### src/inc/adc_ctl_pkg.sv
// register map, field layouts, reset values and carrier types of the converter control block
// assumes a plain strobe-based register port and one 250 MHz system clock
package adc_ctl_pkg;

  localparam int ADDR_W = 4;
  localparam int DATA_W = 8;

  localparam logic [3:0] OFS_STATUS_CONTROL = 4'h0;
  localparam logic [3:0] OFS_RESULT = 4'h1;
  localparam logic [3:0] OFS_CLOCK_CONFIG = 4'h2;
  localparam logic [3:0] OFS_IRQ_STATUS = 4'h3;
  localparam logic [3:0] OFS_IRQ_MASK = 4'h4;

  // status/control fields
  localparam int SC_DONE_BIT = 7;
  localparam int SC_IRQ_EN_BIT = 6;
  localparam int SC_CONT_BIT = 5;
  localparam int SC_CHAN_LSB = 0;
  localparam int CHAN_W = 5;
  localparam logic [4:0] CHAN_RESET = 5'h1F;

  // clock configuration fields
  localparam int CC_DIV_LSB = 5;
  localparam int DIV_W = 3;
  localparam int CC_SRC_BIT = 4;
  localparam logic [7:0] CLOCK_CONFIG_RESET = 8'h00;

  // interrupt status/mask fields
  localparam int EV_DONE_BIT = 0;
  localparam int EV_OVERRUN_BIT = 1;
  localparam int EV_W = 2;

  localparam int CONV_CYCLES = 17;

  typedef struct packed {
    logic [ADDR_W-1:0] addr;
    logic [DATA_W-1:0] wdata;
    logic wr;
    logic rd;
  } reg_req_t;

  typedef struct packed {
    logic [2:0] div;
    logic src_bus;
  } clk_cfg_t;

endpackage

### src/design/adc_clk_divider.sv
// power-of-two divider that makes the converter clock enable
// assumes both source ticks are one-cycle enables on clk_sys
`timescale 1ns/1ps
module adc_clk_divider (
  input wire logic clk_sys,
  input wire logic rst_sync_n,
  input wire logic bus_tick,
  input wire logic xtal_tick,
  input wire adc_ctl_pkg::clk_cfg_t cfg,
  output logic conv_tick
);

  logic [3:0] cnt_ff;
  logic [3:0] nxt_cnt;
  logic conv_tick_ff;
  logic nxt_conv_tick;
  logic src_tick;

  function automatic logic [3:0] div_mask(input logic [2:0] div);
    unique case (div)
      3'h0: div_mask = 4'h0;
      3'h1: div_mask = 4'h1;
      3'h2: div_mask = 4'h3;
      3'h3: div_mask = 4'h7;
      default: div_mask = 4'hF;
    endcase
  endfunction

  always_comb begin
    src_tick = cfg.src_bus ? bus_tick : xtal_tick;
    nxt_cnt = cnt_ff;
    nxt_conv_tick = 1'b0;
    if (src_tick) begin
      if ((cnt_ff & div_mask(cfg.div)) == div_mask(cfg.div)) begin
        nxt_cnt = 4'h0;
        nxt_conv_tick = 1'b1;
      end else begin
        nxt_cnt = cnt_ff + 4'h1;
      end
    end
  end

  always_ff @(posedge clk_sys or negedge rst_sync_n) begin
    if (!rst_sync_n) begin
      cnt_ff <= 4'h0;
      conv_tick_ff <= 1'b0;
    end else begin
      cnt_ff <= nxt_cnt;
      conv_tick_ff <= nxt_conv_tick;
    end
  end

  assign conv_tick = conv_tick_ff;

endmodule

### src/design/adc_clock_prescaler_result.sv
// digital control of the converter: result register, clock configuration, done flag, interrupt
// assumes the analog core reports each finished conversion as a one-cycle pulse with its code
//
// The placing of the registers and strobed register access were decided locally.
`timescale 1ns/1ps
module adc_clock_prescaler_result (
  input wire logic clk_sys,
  input wire logic rst_n,
  input wire logic [adc_ctl_pkg::ADDR_W-1:0] reg_addr,
  input wire logic [adc_ctl_pkg::DATA_W-1:0] reg_wdata,
  input wire logic reg_wr,
  input wire logic reg_rd,
  output logic [adc_ctl_pkg::DATA_W-1:0] reg_rdata,
  input wire logic crystal_ref_clock,
  input wire logic bus_tick,
  input wire logic conv_finish,
  input wire logic [adc_ctl_pkg::DATA_W-1:0] conv_code,
  output logic conv_tick,
  output logic conv_request,
  output logic continuous_mode,
  output logic [adc_ctl_pkg::CHAN_W-1:0] channel_select,
  output logic converter_irq,
  output logic irq
);

  logic [1:0] rst_pipe_ff;
  logic rst_sync_n;

  always_ff @(posedge clk_sys or negedge rst_n) begin
    if (!rst_n) begin
      rst_pipe_ff <= 2'b00;
    end else begin
      rst_pipe_ff <= {rst_pipe_ff[0], 1'b1};
    end
  end
  assign rst_sync_n = rst_pipe_ff[1];

  // crystal reference arrives from a pin: three stages, edge once stages two and three agree
  logic [2:0] xclk_sync_ff;
  logic xclk_stable_ff;
  logic nxt_xclk_stable;
  logic xtal_tick;

  always_comb begin
    nxt_xclk_stable = xclk_stable_ff;
    if (xclk_sync_ff[1] == xclk_sync_ff[2]) begin
      nxt_xclk_stable = xclk_sync_ff[2];
    end
  end
  assign xtal_tick = nxt_xclk_stable & ~xclk_stable_ff;

  always_ff @(posedge clk_sys or negedge rst_sync_n) begin
    if (!rst_sync_n) begin
      xclk_sync_ff <= 3'h0;
      xclk_stable_ff <= 1'b0;
    end else begin
      xclk_sync_ff <= {xclk_sync_ff[1:0], crystal_ref_clock};
      xclk_stable_ff <= nxt_xclk_stable;
    end
  end

  // register state
  logic [adc_ctl_pkg::DATA_W-1:0] result_ff;
  logic [adc_ctl_pkg::DATA_W-1:0] nxt_result;
  logic [adc_ctl_pkg::DATA_W-1:0] clk_cfg_ff;
  logic [adc_ctl_pkg::DATA_W-1:0] nxt_clk_cfg;
  logic done_ff;
  logic nxt_done;
  logic irq_en_ff;
  logic nxt_irq_en;
  logic cont_ff;
  logic nxt_cont;
  logic [adc_ctl_pkg::CHAN_W-1:0] chan_ff;
  logic [adc_ctl_pkg::CHAN_W-1:0] nxt_chan;
  logic req_ff;
  logic nxt_req;
  logic [adc_ctl_pkg::EV_W-1:0] ev_stat_ff;
  logic [adc_ctl_pkg::EV_W-1:0] nxt_ev_stat;
  logic [adc_ctl_pkg::EV_W-1:0] ev_mask_ff;
  logic [adc_ctl_pkg::EV_W-1:0] nxt_ev_mask;
  logic [adc_ctl_pkg::DATA_W-1:0] rdata_ff;
  logic [adc_ctl_pkg::DATA_W-1:0] nxt_rdata;

  adc_ctl_pkg::reg_req_t req;
  adc_ctl_pkg::clk_cfg_t cfg;
  logic wr_sc;
  logic wr_cc;
  logic rd_res;
  logic clear_done;
  logic [adc_ctl_pkg::EV_W-1:0] ev_set;

  assign req = '{addr: reg_addr, wdata: reg_wdata, wr: reg_wr, rd: reg_rd};
  assign wr_sc = req.wr && (req.addr == adc_ctl_pkg::OFS_STATUS_CONTROL);
  assign wr_cc = req.wr && (req.addr == adc_ctl_pkg::OFS_CLOCK_CONFIG);
  assign rd_res = req.rd && (req.addr == adc_ctl_pkg::OFS_RESULT);
  assign clear_done = wr_sc | rd_res;

  assign cfg.div = clk_cfg_ff[adc_ctl_pkg::CC_DIV_LSB +: adc_ctl_pkg::DIV_W];
  assign cfg.src_bus = clk_cfg_ff[adc_ctl_pkg::CC_SRC_BIT];

  adc_clk_divider u_div (
    .clk_sys(clk_sys),
    .rst_sync_n(rst_sync_n),
    .bus_tick(bus_tick),
    .xtal_tick(xtal_tick),
    .cfg(cfg),
    .conv_tick(conv_tick)
  );

  // overrun: a finish lands while the previous done is still unread
  always_comb begin
    ev_set = '0;
    ev_set[adc_ctl_pkg::EV_DONE_BIT] = conv_finish;
    ev_set[adc_ctl_pkg::EV_OVERRUN_BIT] = conv_finish & done_ff & ~clear_done;
  end

  always_comb begin
    nxt_result = result_ff;
    nxt_clk_cfg = clk_cfg_ff;
    nxt_done = done_ff;
    nxt_irq_en = irq_en_ff;
    nxt_cont = cont_ff;
    nxt_chan = chan_ff;
    nxt_req = 1'b0;
    nxt_ev_stat = ev_stat_ff;
    nxt_ev_mask = ev_mask_ff;
    if (conv_finish) begin
      nxt_result = conv_code;
    end
    if (wr_cc) begin
      // no guard on an active conversion; software keeps settings still meanwhile
      nxt_clk_cfg = '0;
      nxt_clk_cfg[adc_ctl_pkg::CC_DIV_LSB +: adc_ctl_pkg::DIV_W] =
        req.wdata[adc_ctl_pkg::CC_DIV_LSB +: adc_ctl_pkg::DIV_W];
      nxt_clk_cfg[adc_ctl_pkg::CC_SRC_BIT] = req.wdata[adc_ctl_pkg::CC_SRC_BIT];
    end
    if (wr_sc) begin
      nxt_irq_en = req.wdata[adc_ctl_pkg::SC_IRQ_EN_BIT];
      nxt_cont = req.wdata[adc_ctl_pkg::SC_CONT_BIT];
      nxt_chan = req.wdata[adc_ctl_pkg::SC_CHAN_LSB +: adc_ctl_pkg::CHAN_W];
      nxt_req = 1'b1;
    end
    // set wins over clear so a finish in the clearing cycle is kept
    if (clear_done) begin
      nxt_done = 1'b0;
    end
    if (conv_finish) begin
      nxt_done = 1'b1;
    end
    if (req.wr && (req.addr == adc_ctl_pkg::OFS_IRQ_STATUS)) begin
      nxt_ev_stat = ev_stat_ff & ~req.wdata[adc_ctl_pkg::EV_W-1:0];
    end
    nxt_ev_stat = nxt_ev_stat | ev_set;
    if (req.wr && (req.addr == adc_ctl_pkg::OFS_IRQ_MASK)) begin
      nxt_ev_mask = req.wdata[adc_ctl_pkg::EV_W-1:0];
    end
  end

  // read mux; the result offset ignores writes entirely
  always_comb begin
    nxt_rdata = '0;
    if (req.rd) begin
      unique case (req.addr)
        adc_ctl_pkg::OFS_STATUS_CONTROL: begin
          nxt_rdata[adc_ctl_pkg::SC_DONE_BIT] = done_ff;
          nxt_rdata[adc_ctl_pkg::SC_IRQ_EN_BIT] = irq_en_ff;
          nxt_rdata[adc_ctl_pkg::SC_CONT_BIT] = cont_ff;
          nxt_rdata[adc_ctl_pkg::SC_CHAN_LSB +: adc_ctl_pkg::CHAN_W] = chan_ff;
        end
        adc_ctl_pkg::OFS_RESULT: nxt_rdata = result_ff;
        adc_ctl_pkg::OFS_CLOCK_CONFIG: nxt_rdata = clk_cfg_ff;
        adc_ctl_pkg::OFS_IRQ_STATUS: nxt_rdata[adc_ctl_pkg::EV_W-1:0] = ev_stat_ff;
        adc_ctl_pkg::OFS_IRQ_MASK: nxt_rdata[adc_ctl_pkg::EV_W-1:0] = ev_mask_ff;
        default: nxt_rdata = '0;
      endcase
    end
  end

  always_ff @(posedge clk_sys or negedge rst_sync_n) begin
    if (!rst_sync_n) begin
      result_ff <= '0;
      clk_cfg_ff <= adc_ctl_pkg::CLOCK_CONFIG_RESET;
      done_ff <= 1'b0;
      irq_en_ff <= 1'b0;
      cont_ff <= 1'b0;
      chan_ff <= adc_ctl_pkg::CHAN_RESET;
      req_ff <= 1'b0;
      ev_stat_ff <= '0;
      ev_mask_ff <= '0;
      rdata_ff <= '0;
    end else begin
      result_ff <= nxt_result;
      clk_cfg_ff <= nxt_clk_cfg;
      done_ff <= nxt_done;
      irq_en_ff <= nxt_irq_en;
      cont_ff <= nxt_cont;
      chan_ff <= nxt_chan;
      req_ff <= nxt_req;
      ev_stat_ff <= nxt_ev_stat;
      ev_mask_ff <= nxt_ev_mask;
      rdata_ff <= nxt_rdata;
    end
  end

  assign reg_rdata = rdata_ff;
  assign conv_request = req_ff;
  assign continuous_mode = cont_ff;
  assign channel_select = chan_ff;
  assign converter_irq = irq_en_ff & done_ff;
  assign irq = |(ev_stat_ff & ev_mask_ff);

endmodule

### config.mk
export PLATFORM = sky130hd
export DESIGN_NAME = adc_clock_prescaler_result
export DESIGN_NICKNAME = d
export VERILOG_FILES = /design/src/inc/adc_ctl_pkg.sv /design/src/design/adc_clk_divider.sv /design/src/design/adc_clock_prescaler_result.sv
export SDC_FILE = /design/constraint.sdc
export NUM_CORES = 1
export LEC_CHECK = 0
export BUFFER_PORTS_ARGS = -buffer_cell sky130_fd_sc_hd__buf_2
export CAP_MARGIN = 10
export CORE_ASPECT_RATIO = 0.7
export CORE_UTILIZATION = 53
export DETAILED_ROUTE_END_ITERATION = 8
export PLACE_DENSITY = 0.89
export SKIP_LAST_GASP = 1
export SLEW_MARGIN = 25
export SYNTH_ARGS = -nofsm -noshare
export SYNTH_HDL_FRONTEND = slang
export SYNTH_HIERARCHICAL = 1
export SYNTH_SLANG_ARGS = --single-unit
### constraint.sdc
create_clock -name clk_sys -period 1.61 [get_ports clk_sys]
set_clock_uncertainty 0.05 [all_clocks]
set_input_delay 0.2415 -clock clk_sys [delete_from_list [all_inputs] [get_ports clk_sys]]
set_output_delay 0.2415 -clock clk_sys [all_outputs]
set_load 0.005 [all_outputs]
Word-level counts from Yosys, hierarchy flattened --
Index checks and enable logic that the tools add are counted.
Word-level totals: memories 0, memory bits (read-only) 0, output and inout bits 18, bits in writable memories 0, register bits after elaboration 44, input bits 27, logic and storage cells 60, bits in latches 0
Cells by class: mux-type cells 14, div/mod/pow operators 0, $add $sub $neg 1, multipliers 0, reduce and logical (&&, ||, !) cells 9, shifts and indexed selects 0, bitwise logic cells 12, equality and inequality tests 9, order comparisons 0
Operators with widths (count):
- one-hot mux 6 bit (3 select lines) | 1
- one-hot mux 4 bit (4 select lines) | 1
- equality test 4 x 2 -> 1 bit, second input constant | 2
- two-way mux 4 bit | 2
- two-way mux 8 bit | 1
- one-hot mux 2 bit (4 select lines) | 1
- two-way mux 1 bit | 7
- equality test 3 x 2 -> 1 bit, second input constant | 2
- logical AND 1 bit | 5
- adder 4 x 1 -> 4 bit, second input constant | 1
- bitwise AND 1 bit | 4
- bitwise AND 2 bit | 2
- bitwise AND 4 bit | 1
- equality test 4 x 1 -> 1 bit, second input constant | 1
- equality test 4 x 3 -> 1 bit, second input constant | 1
- equality test 4 bit | 1
- logical NOT 4 bit | 1
- equality test 3 x 1 -> 1 bit, second input constant | 1
- logical NOT 3 bit | 1
- two-way mux 2 bit | 1
- NOT 1 bit | 2
- NOT 2 bit | 1
- OR 2 bit | 1
- nonzero test 2 bit | 1
- other kinds (3) | 3

Depth between registers and ports, before layout --
Gate-level depths: netlist (run 1).
depth after elaboration 9, mapped depth 5, gate-level depth less buffers 5

Cells and area by module --
The synthesis (run 1) kept the hierarchy.
By module, submodules not included:
- adc_clock_prescaler_result | area an instance 1651.6 um^2, cells each 120, times used 1, seq. area each 982.2 um^2
- adc_clk_divider | area an instance 290.3 um^2, cells each 28, times used 1, seq. area each 125.1 um^2

Worst setup path after synthesis (run 1) --
OpenSTA, ideal clock, no wires.
path kind register to register, start point register xclk_sync_ff[1], end point register u_div.cnt_ff[3], path slack 332 ps, clock period less this slack 1278 ps, setup time 86 ps, data arrival time 1142 ps, required time 1474 ps, cell stages (with the launch flop) 5, path through dfrtp_1 -> and3b_1 -> mux2_4 -> and3_2 -> nor3_1
On the way: longest elaborated chain between the ends 4
Ends and longest elaborated chain:
- from (decl) | line adc_clock_prescaler_result.sv:39 | logic [2:0] xclk_sync_ff;
- from (signal assigned) | line adc_clock_prescaler_result.sv:57 | xclk_sync_ff <= {xclk_sync_ff[1:0], crystal_ref_clock};
- equality test 1 bit | line adc_clock_prescaler_result.sv:46 | if (xclk_sync_ff[1] == xclk_sync_ff[2]) begin
- two-way mux 1 bit | line adc_clock_prescaler_result.sv:46
- bitwise AND 1 bit | line adc_clock_prescaler_result.sv:50 | assign xtal_tick = nxt_xclk_stable & ~xclk_stable_ff;
- net xtal_tick | line adc_clock_prescaler_result.sv:42 | logic xtal_tick;
- two-way mux 1 bit | line adc_clk_divider.sv:30 | src_tick = cfg.src_bus ? bus_tick : xtal_tick;
- to (signal assigned) | line adc_clk_divider.sv:48 | cnt_ff <= nxt_cnt;
- to (decl) | line adc_clk_divider.sv:13 | logic [3:0] cnt_ff;
The timed path passes the listed nets, and every way through them passes these cells. A chain may end at the register's enable or synchronous reset.

Final worst setup path (run 1) --
start point register xclk_sync_ff[1], end point register u_div.cnt_ff[1]
The elaborated chain is that of the path after synthesis.

==> results of run 1 <==
[sequential cells by signal, summed over array words and instances, names as in the netlist, 2 cells and up]
signal / flops
clk_cfg_ff: 4
xclk_sync_ff: 3
result_ff: 8
ev_stat_ff: 2
u_div/cnt_ff: 4
channel_select: 5
reg_rdata: 8
ev_mask_ff: 2
rst_pipe_ff: 2
[worst paths after layout]
path / slack [ns] / cells after the start / end / from
setup / recovery: 0.19 / 4 / u_div/cnt_ff[1] / xclk_sync_ff[1]
hold / removal: 0.10 / 2 / channel_select[3] / reg_wdata[3]
setup reg to reg: 0.19 / 4 / u_div/cnt_ff[1] / xclk_sync_ff[1]
hold reg to reg: 0.26 / 1 / u_div/cnt_ff[2] / rst_pipe_ff[1]
max in group asynchronous: 0.88 / 1 / channel_select[2] / rst_pipe_ff[1]
min in group asynchronous: 0.20 / 2 / rst_pipe_ff[0] / rst_n
[metrics by stage]
| step | instance area (um2) | worst slack [ns] | util |
|---|---|---|---|
| 2_1_floorplan | 1940 | 0.254 | - |
| 6_report | 2320 | 0.191 | 0.699 |
| 3_5_place_dp | 2220 | 0.212 | 0.668 |
| 4_1_cts | 2320 | 0.205 | 0.699 |
| 3_3_place_gp | 2220 | 0.305 | 0.668 |
| 5_1_grt | 2320 | 0.0503 | 0.699 |
[power by group through the flow]
stage	Sequential (mW)	Combinational, mW	Clock [mW]
final	1.41	0.516	0.670
after detailed placement	1.43	0.513	0
after CTS	1.41	0.519	0.699
after floorplan	1.41	0.334	0
after global routing	1.44	0.571	0.743
after global placement	1.42	0.478	0
[cells in the mapped netlist (all sizes together) (2+ instances only)]
library cell	n
o21ai	4
nand4	2
dfrtp	39
inv	2
nor3	7
dfstp	5
mux2i	8
mux2	26
a21o	2
buf	5
and2	2
a21oi	5
a32oi	2
nand2	9
nor2	8
nor2b	2
nand3	3
and3	2
or2	4
[cell type report]
type	count	area (um2)	share of cell area
multi-input combinational	97	800	0.344
tap	47	58.8	0.0253
inverter	2	7.51	0.00323
clock buffer	6	72.6	0.0313
sequential	44	1110	0.477
clock inverter	2	12.5	0.00539
timing repair buffer	49	263	0.113
[worst max-delay path: stages (launching register included)]
cell and delay, ns:
dfrtp_1 0.40, and3b_1 0.18, mux2i_1 0.43, nor2_1 0.12
nor3_1 0.18
[what timing repair did]
item / CTS / global route
hold buffers: 2 / 0
endpoints found under the hold margin: 3 / 0
gates resized for setup: 0 / 0
[metal layers]
layer	GRT usage	share of wire	vias up
met5	0	0	-
met4	0.107	0.010	0
met3	0.0788	0.049	4
met2	0.368	0.47	48
met1	0.291	0.47	655
li1	-	-	628
[logic make-up after synthesis]
group,count (synthesis),share of synthesized area
flops,44,0.570
other cells,1,0.00193
buf+inv,7,0.0180
mux,34,0.202
compound gates,18,0.0715
simple gates,42,0.125
fa+ha+maj,2,0.0116
==> results.toml, run 1 <==
[timing]
finalSetupTns_ns = 0
maxSlewHeadroom = 0.629
setup_viol = 0
holdWs_ns = 0.104
hold_violations = 0
period_needed_ns = 1.42
period_share = 0.881
grt_setup_unrepaired = "no"
final_max_slew_viol_count = 0
worstMarginPinSlew_ns = 0.541
fmaxAchievable_mhz = 705

[synthesis]
synth_top_area_share = 0.503
synth_edf_count = 0
ys_seq_elements = 44
yosysSeqAreaShare = 0.570
synth_cell_types = 39
synth_fp_nets = 176
ys.flop_type = "dfrtp_1"
synthTopCellsByArea = "dfrtp_1 (50%), mux2_2 (8.1%), dfstp_2 (6.8%)"
avgSynthCellArea_um2 = 13.1
netlist_area_um2 = 1940
synth_top_area_cell = "dfrtp_1"
syn_inst = 148
synthArstFlopShare = 1.00
yosysWarnings = 6

[cts]
cts_buffer_depth = 2
cts.clk_slew.worst_paths_ns = 0.09
clk_latency_ns = 0.30
post_cts_buffers = 0
htree_levels = 2
root_buffer = "clkbuf_8"
cts_tree = "yes"
cts-buffers-inserted = 5
cts_sinks = 44

[drt]
wl_mm = 3.82
dr.pass1.iters = 4
drc = 0
detail_route.iter0.violations = 76
num_vias = 1335
wire_per_inst_um = 15.5
ant_nets = 0
vias_per_cell = 5.40

[power]
power_mw = 2.60
ir_drop_mv = 0.605
leakagePower_nw = 1.10
sequentialPowerShare = 0.544
p_int_mw = 1.86
sw_frac_of_total = 0.285
clock_power_share = 0.258
combPwrFrac = 0.199
p_switching_mw = 0.741
power_density_nw_per_um2 = 1120

[final_layout]
antenna_cells = 0
drive_gt1_frac = 0.435
final_cells = 247
finalNetCount = 227
nFillCells = 259
final_common_cell = "buf_2"
layout_common_cells = "buf_2 (44), dfrtp_1 (39), mux2_2 (14), mux2i_1 (8), nor2_1 (8)"
area_delta_synth_final_pct = 19.5

[floorplan]
fp.dieW_um = 74.3
die-area_um2 = 3910
die_h_um = 52.6
rows = 17
start_util = 0.585
core_um2 = 3320
ios = 45

[worst_hold_path]
min_path_type = "in -> reg"

[grt]
grt_pass1_wl_mm = 6.36
grt_max_degree = 43
grt-ovfl-total = 0
grt_pass1_vias = 1328
antenna_found_initial = 0
track_usage = 0.233

[setup_path]
cp_data_arrival_time_ns = 1.59
setup.worst_path.start_class = "flop"
critPathMaxFanout = 4
endpoint_kind = "flop"
critical_path_required_ns = 1.79
criticalPathCategory = "reg -> reg"

[placed_design]
post-dp-hpwl_mm = 2.77
placedCellCount = 237
port_buffers = 44
place_congestion = 0.953

[flow_run]
maxCapViolCount = 0

[status]
status = "finished clean"
No activity file was read; power rests on OpenSTA's default activity.
==> run 2, diff against run 1 <==
ABC_AREA = 0   (was default)
REMOVE_ABC_BUFFERS = 1   (was default)
==> results.toml, run 2 (same netlist as run 1, synthesis figures left out) <==
[grt]
antenna_found_initial = 0
grt-ovfl-total = 0
track_usage = 0.227
grt_pass1_vias = 1345
grt_use_met3 = 0.0519
busiest_layer = "met2"
grt_max_degree = 43
grtUsageMet2 = 0.352
use_met1 = 0.304
grt_pass1_wl_mm = 6.31

[floorplan]
rows = 17
core_um2 = 3320
start_util = 0.585
ios = 45
die_h_um = 52.6
die-area_um2 = 3910
fp.dieW_um = 74.3

[cts]
htree_levels = 2
post_cts_buffers = 0
cts-buffers-inserted = 5
root_buffer = "clkbuf_8"
cts_sinks = 44
cts_tree = "yes"
cts.clk_slew.worst_paths_ns = 0.08
clk_latency_ns = 0.30
cts_resized = 0
cts_buffer_depth = 2

[final_layout]
nFillCells = 258
final_common_cell = "buf_2"
drive_gt1_frac = 0.427
antenna_cells = 0
area_delta_synth_final_pct = 20.2
final_cells = 246
layout_common_cells = "buf_2 (44), dfrtp_1 (39), mux2_2 (14), mux2i_1 (8), nor2_1 (8)"
finalNetCount = 226

[setup_path]
rrSetupSlack_ns = 0.19
criticalPathCategory = "reg -> reg"
setup.worst_path.start_class = "flop"
cpMaxStageDelayCell = "dfrtp_1"
critPathMaxFanout = 4
cp_data_arrival_time_ns = 1.58
slowest_delay_ns = 0.40
critical_path_required_ns = 1.77
regToRegStartpoint = "xclk_sync_ff[1]"
path_cells = "and3b_1 > mux2i_1 > a211oi_4 > nor3_1"
endpoint_kind = "flop"
worstReg2RegEnd = "u_div/cnt_ff[2]"
reg2regPathDepth = 4

[power]
combPwrFrac = 0.186
leakagePower_nw = 1.11
ir_drop_mv = 0.756
sw_frac_of_total = 0.261
clock_power_share = 0.296
p_int_mw = 2.02
power_density_nw_per_um2 = 1170
p_switching_mw = 0.712
sequentialPowerShare = 0.517

[drt]
num_vias = 1351
wire_per_inst_um = 15.5
detail_route.iter0.violations = 92
wl_mm = 3.81
vias_per_cell = 5.49
drc = 0
dr.pass1.iters = 4
ant_nets = 0

[timing]
final_max_slew_viol_count = 0
setup_viol = 0
maxSlewHeadroom = 0.659
period_share = 0.880
grt_setup_unrepaired = "no"
period_needed_ns = 1.42
holdWs_ns = 0.115
hold_violations = 0
finalSetupTns_ns = 0
fin_ws_ns = 0.193
fmaxAchievable_mhz = 706
worstMarginPinSlew_ns = 0.498

[worst_hold_path]
min_path_type = "in -> reg"
min_from = "reg_wdata[3]"
min_to = "channel_select[3]"
hold_depth = 2

[flow_run]
maxCapViolCount = 0

[placed_design]
dp_slack_ns = 0.192
post-dp-hpwl_mm = 2.87
place_congestion = 0.873
port_buffers = 44
placedCellCount = 236

[status]
status = "finished clean"
[run 2: per-layer routing]
metal,vias to the layer above,wire length (um),part of all wire
li1,630,-,-
met1,653,1750,0.46
met2,61,1760,0.46
met3,7,247,0.065
met4,0,56,0.015
met5,-,0,0
[run 2: worst max path at each step]
stage | startpoint | endpoint | slack (ns) | cells after the start
final | xclk_sync_ff[1] | u_div/cnt_ff[2] | 0.19 | 4
after CTS | xclk_sync_ff[1] | u_div/cnt_ff[3] | 0.19 | 4
after floorplan | rst_pipe_ff[1] | clk_cfg_ff[4] | 0.25 | 0
after global placement | reg_addr[0] | continuous_mode | 0.29 | 4
after global routing | xclk_sync_ff[1] | u_div/cnt_ff[1] | 0.07 | 4
after detailed placement | xclk_sync_ff[1] | u_div/cnt_ff[2] | 0.19 | 4
[run 2: worst max-delay path: cells and delay by family (launching register included)]
family	cells	cell delay (ns)
and+or+nand+nor	2	0.40
AOI/OAI and AO/OA	1	0.08
muxes	1	0.40
DFF	1	0.40
[run 2: layout make-up]
cell class / count / area (um2) / area share
clock buffer: 7 / 76.3 / 0.0327
clock inverter: 1 / 30.0 / 0.0129
inverter: 2 / 7.51 / 0.00322
multi-input combinational: 97 / 800 / 0.342
sequential: 44 / 1110 / 0.474
tap: 47 / 58.8 / 0.0252
timing repair buffer: 48 / 255 / 0.109
[run 2: metrics by stage]
stage	cell area, um2	utilization	power [mW]
detailed placement	2210	0.666	1.94
global route	2330	0.704	2.87
floorplan	1910	-	1.73
finish	2330	0.704	2.73
CTS	2330	0.704	2.75
global placement	2210	0.666	1.90
[run 2: power by group through the flow]
| stage | clock network, mW | registers [mW] | logic, mW |
|---|---|---|---|
| 5_1_grt | 0.868 | 1.43 | 0.575 |
| 2_1_floorplan | 0 | 1.41 | 0.316 |
| 6_report | 0.809 | 1.41 | 0.509 |
| 3_3_place_gp | 0 | 1.42 | 0.480 |
| 3_5_place_dp | 0 | 1.43 | 0.509 |
| 4_1_cts | 0.824 | 1.41 | 0.514 |
[run 2: repair_timing]
action                     CTS  global route
hold buffers                 2             0
hold endpoints to repair     3             0
setup endpoints to repair    0             0
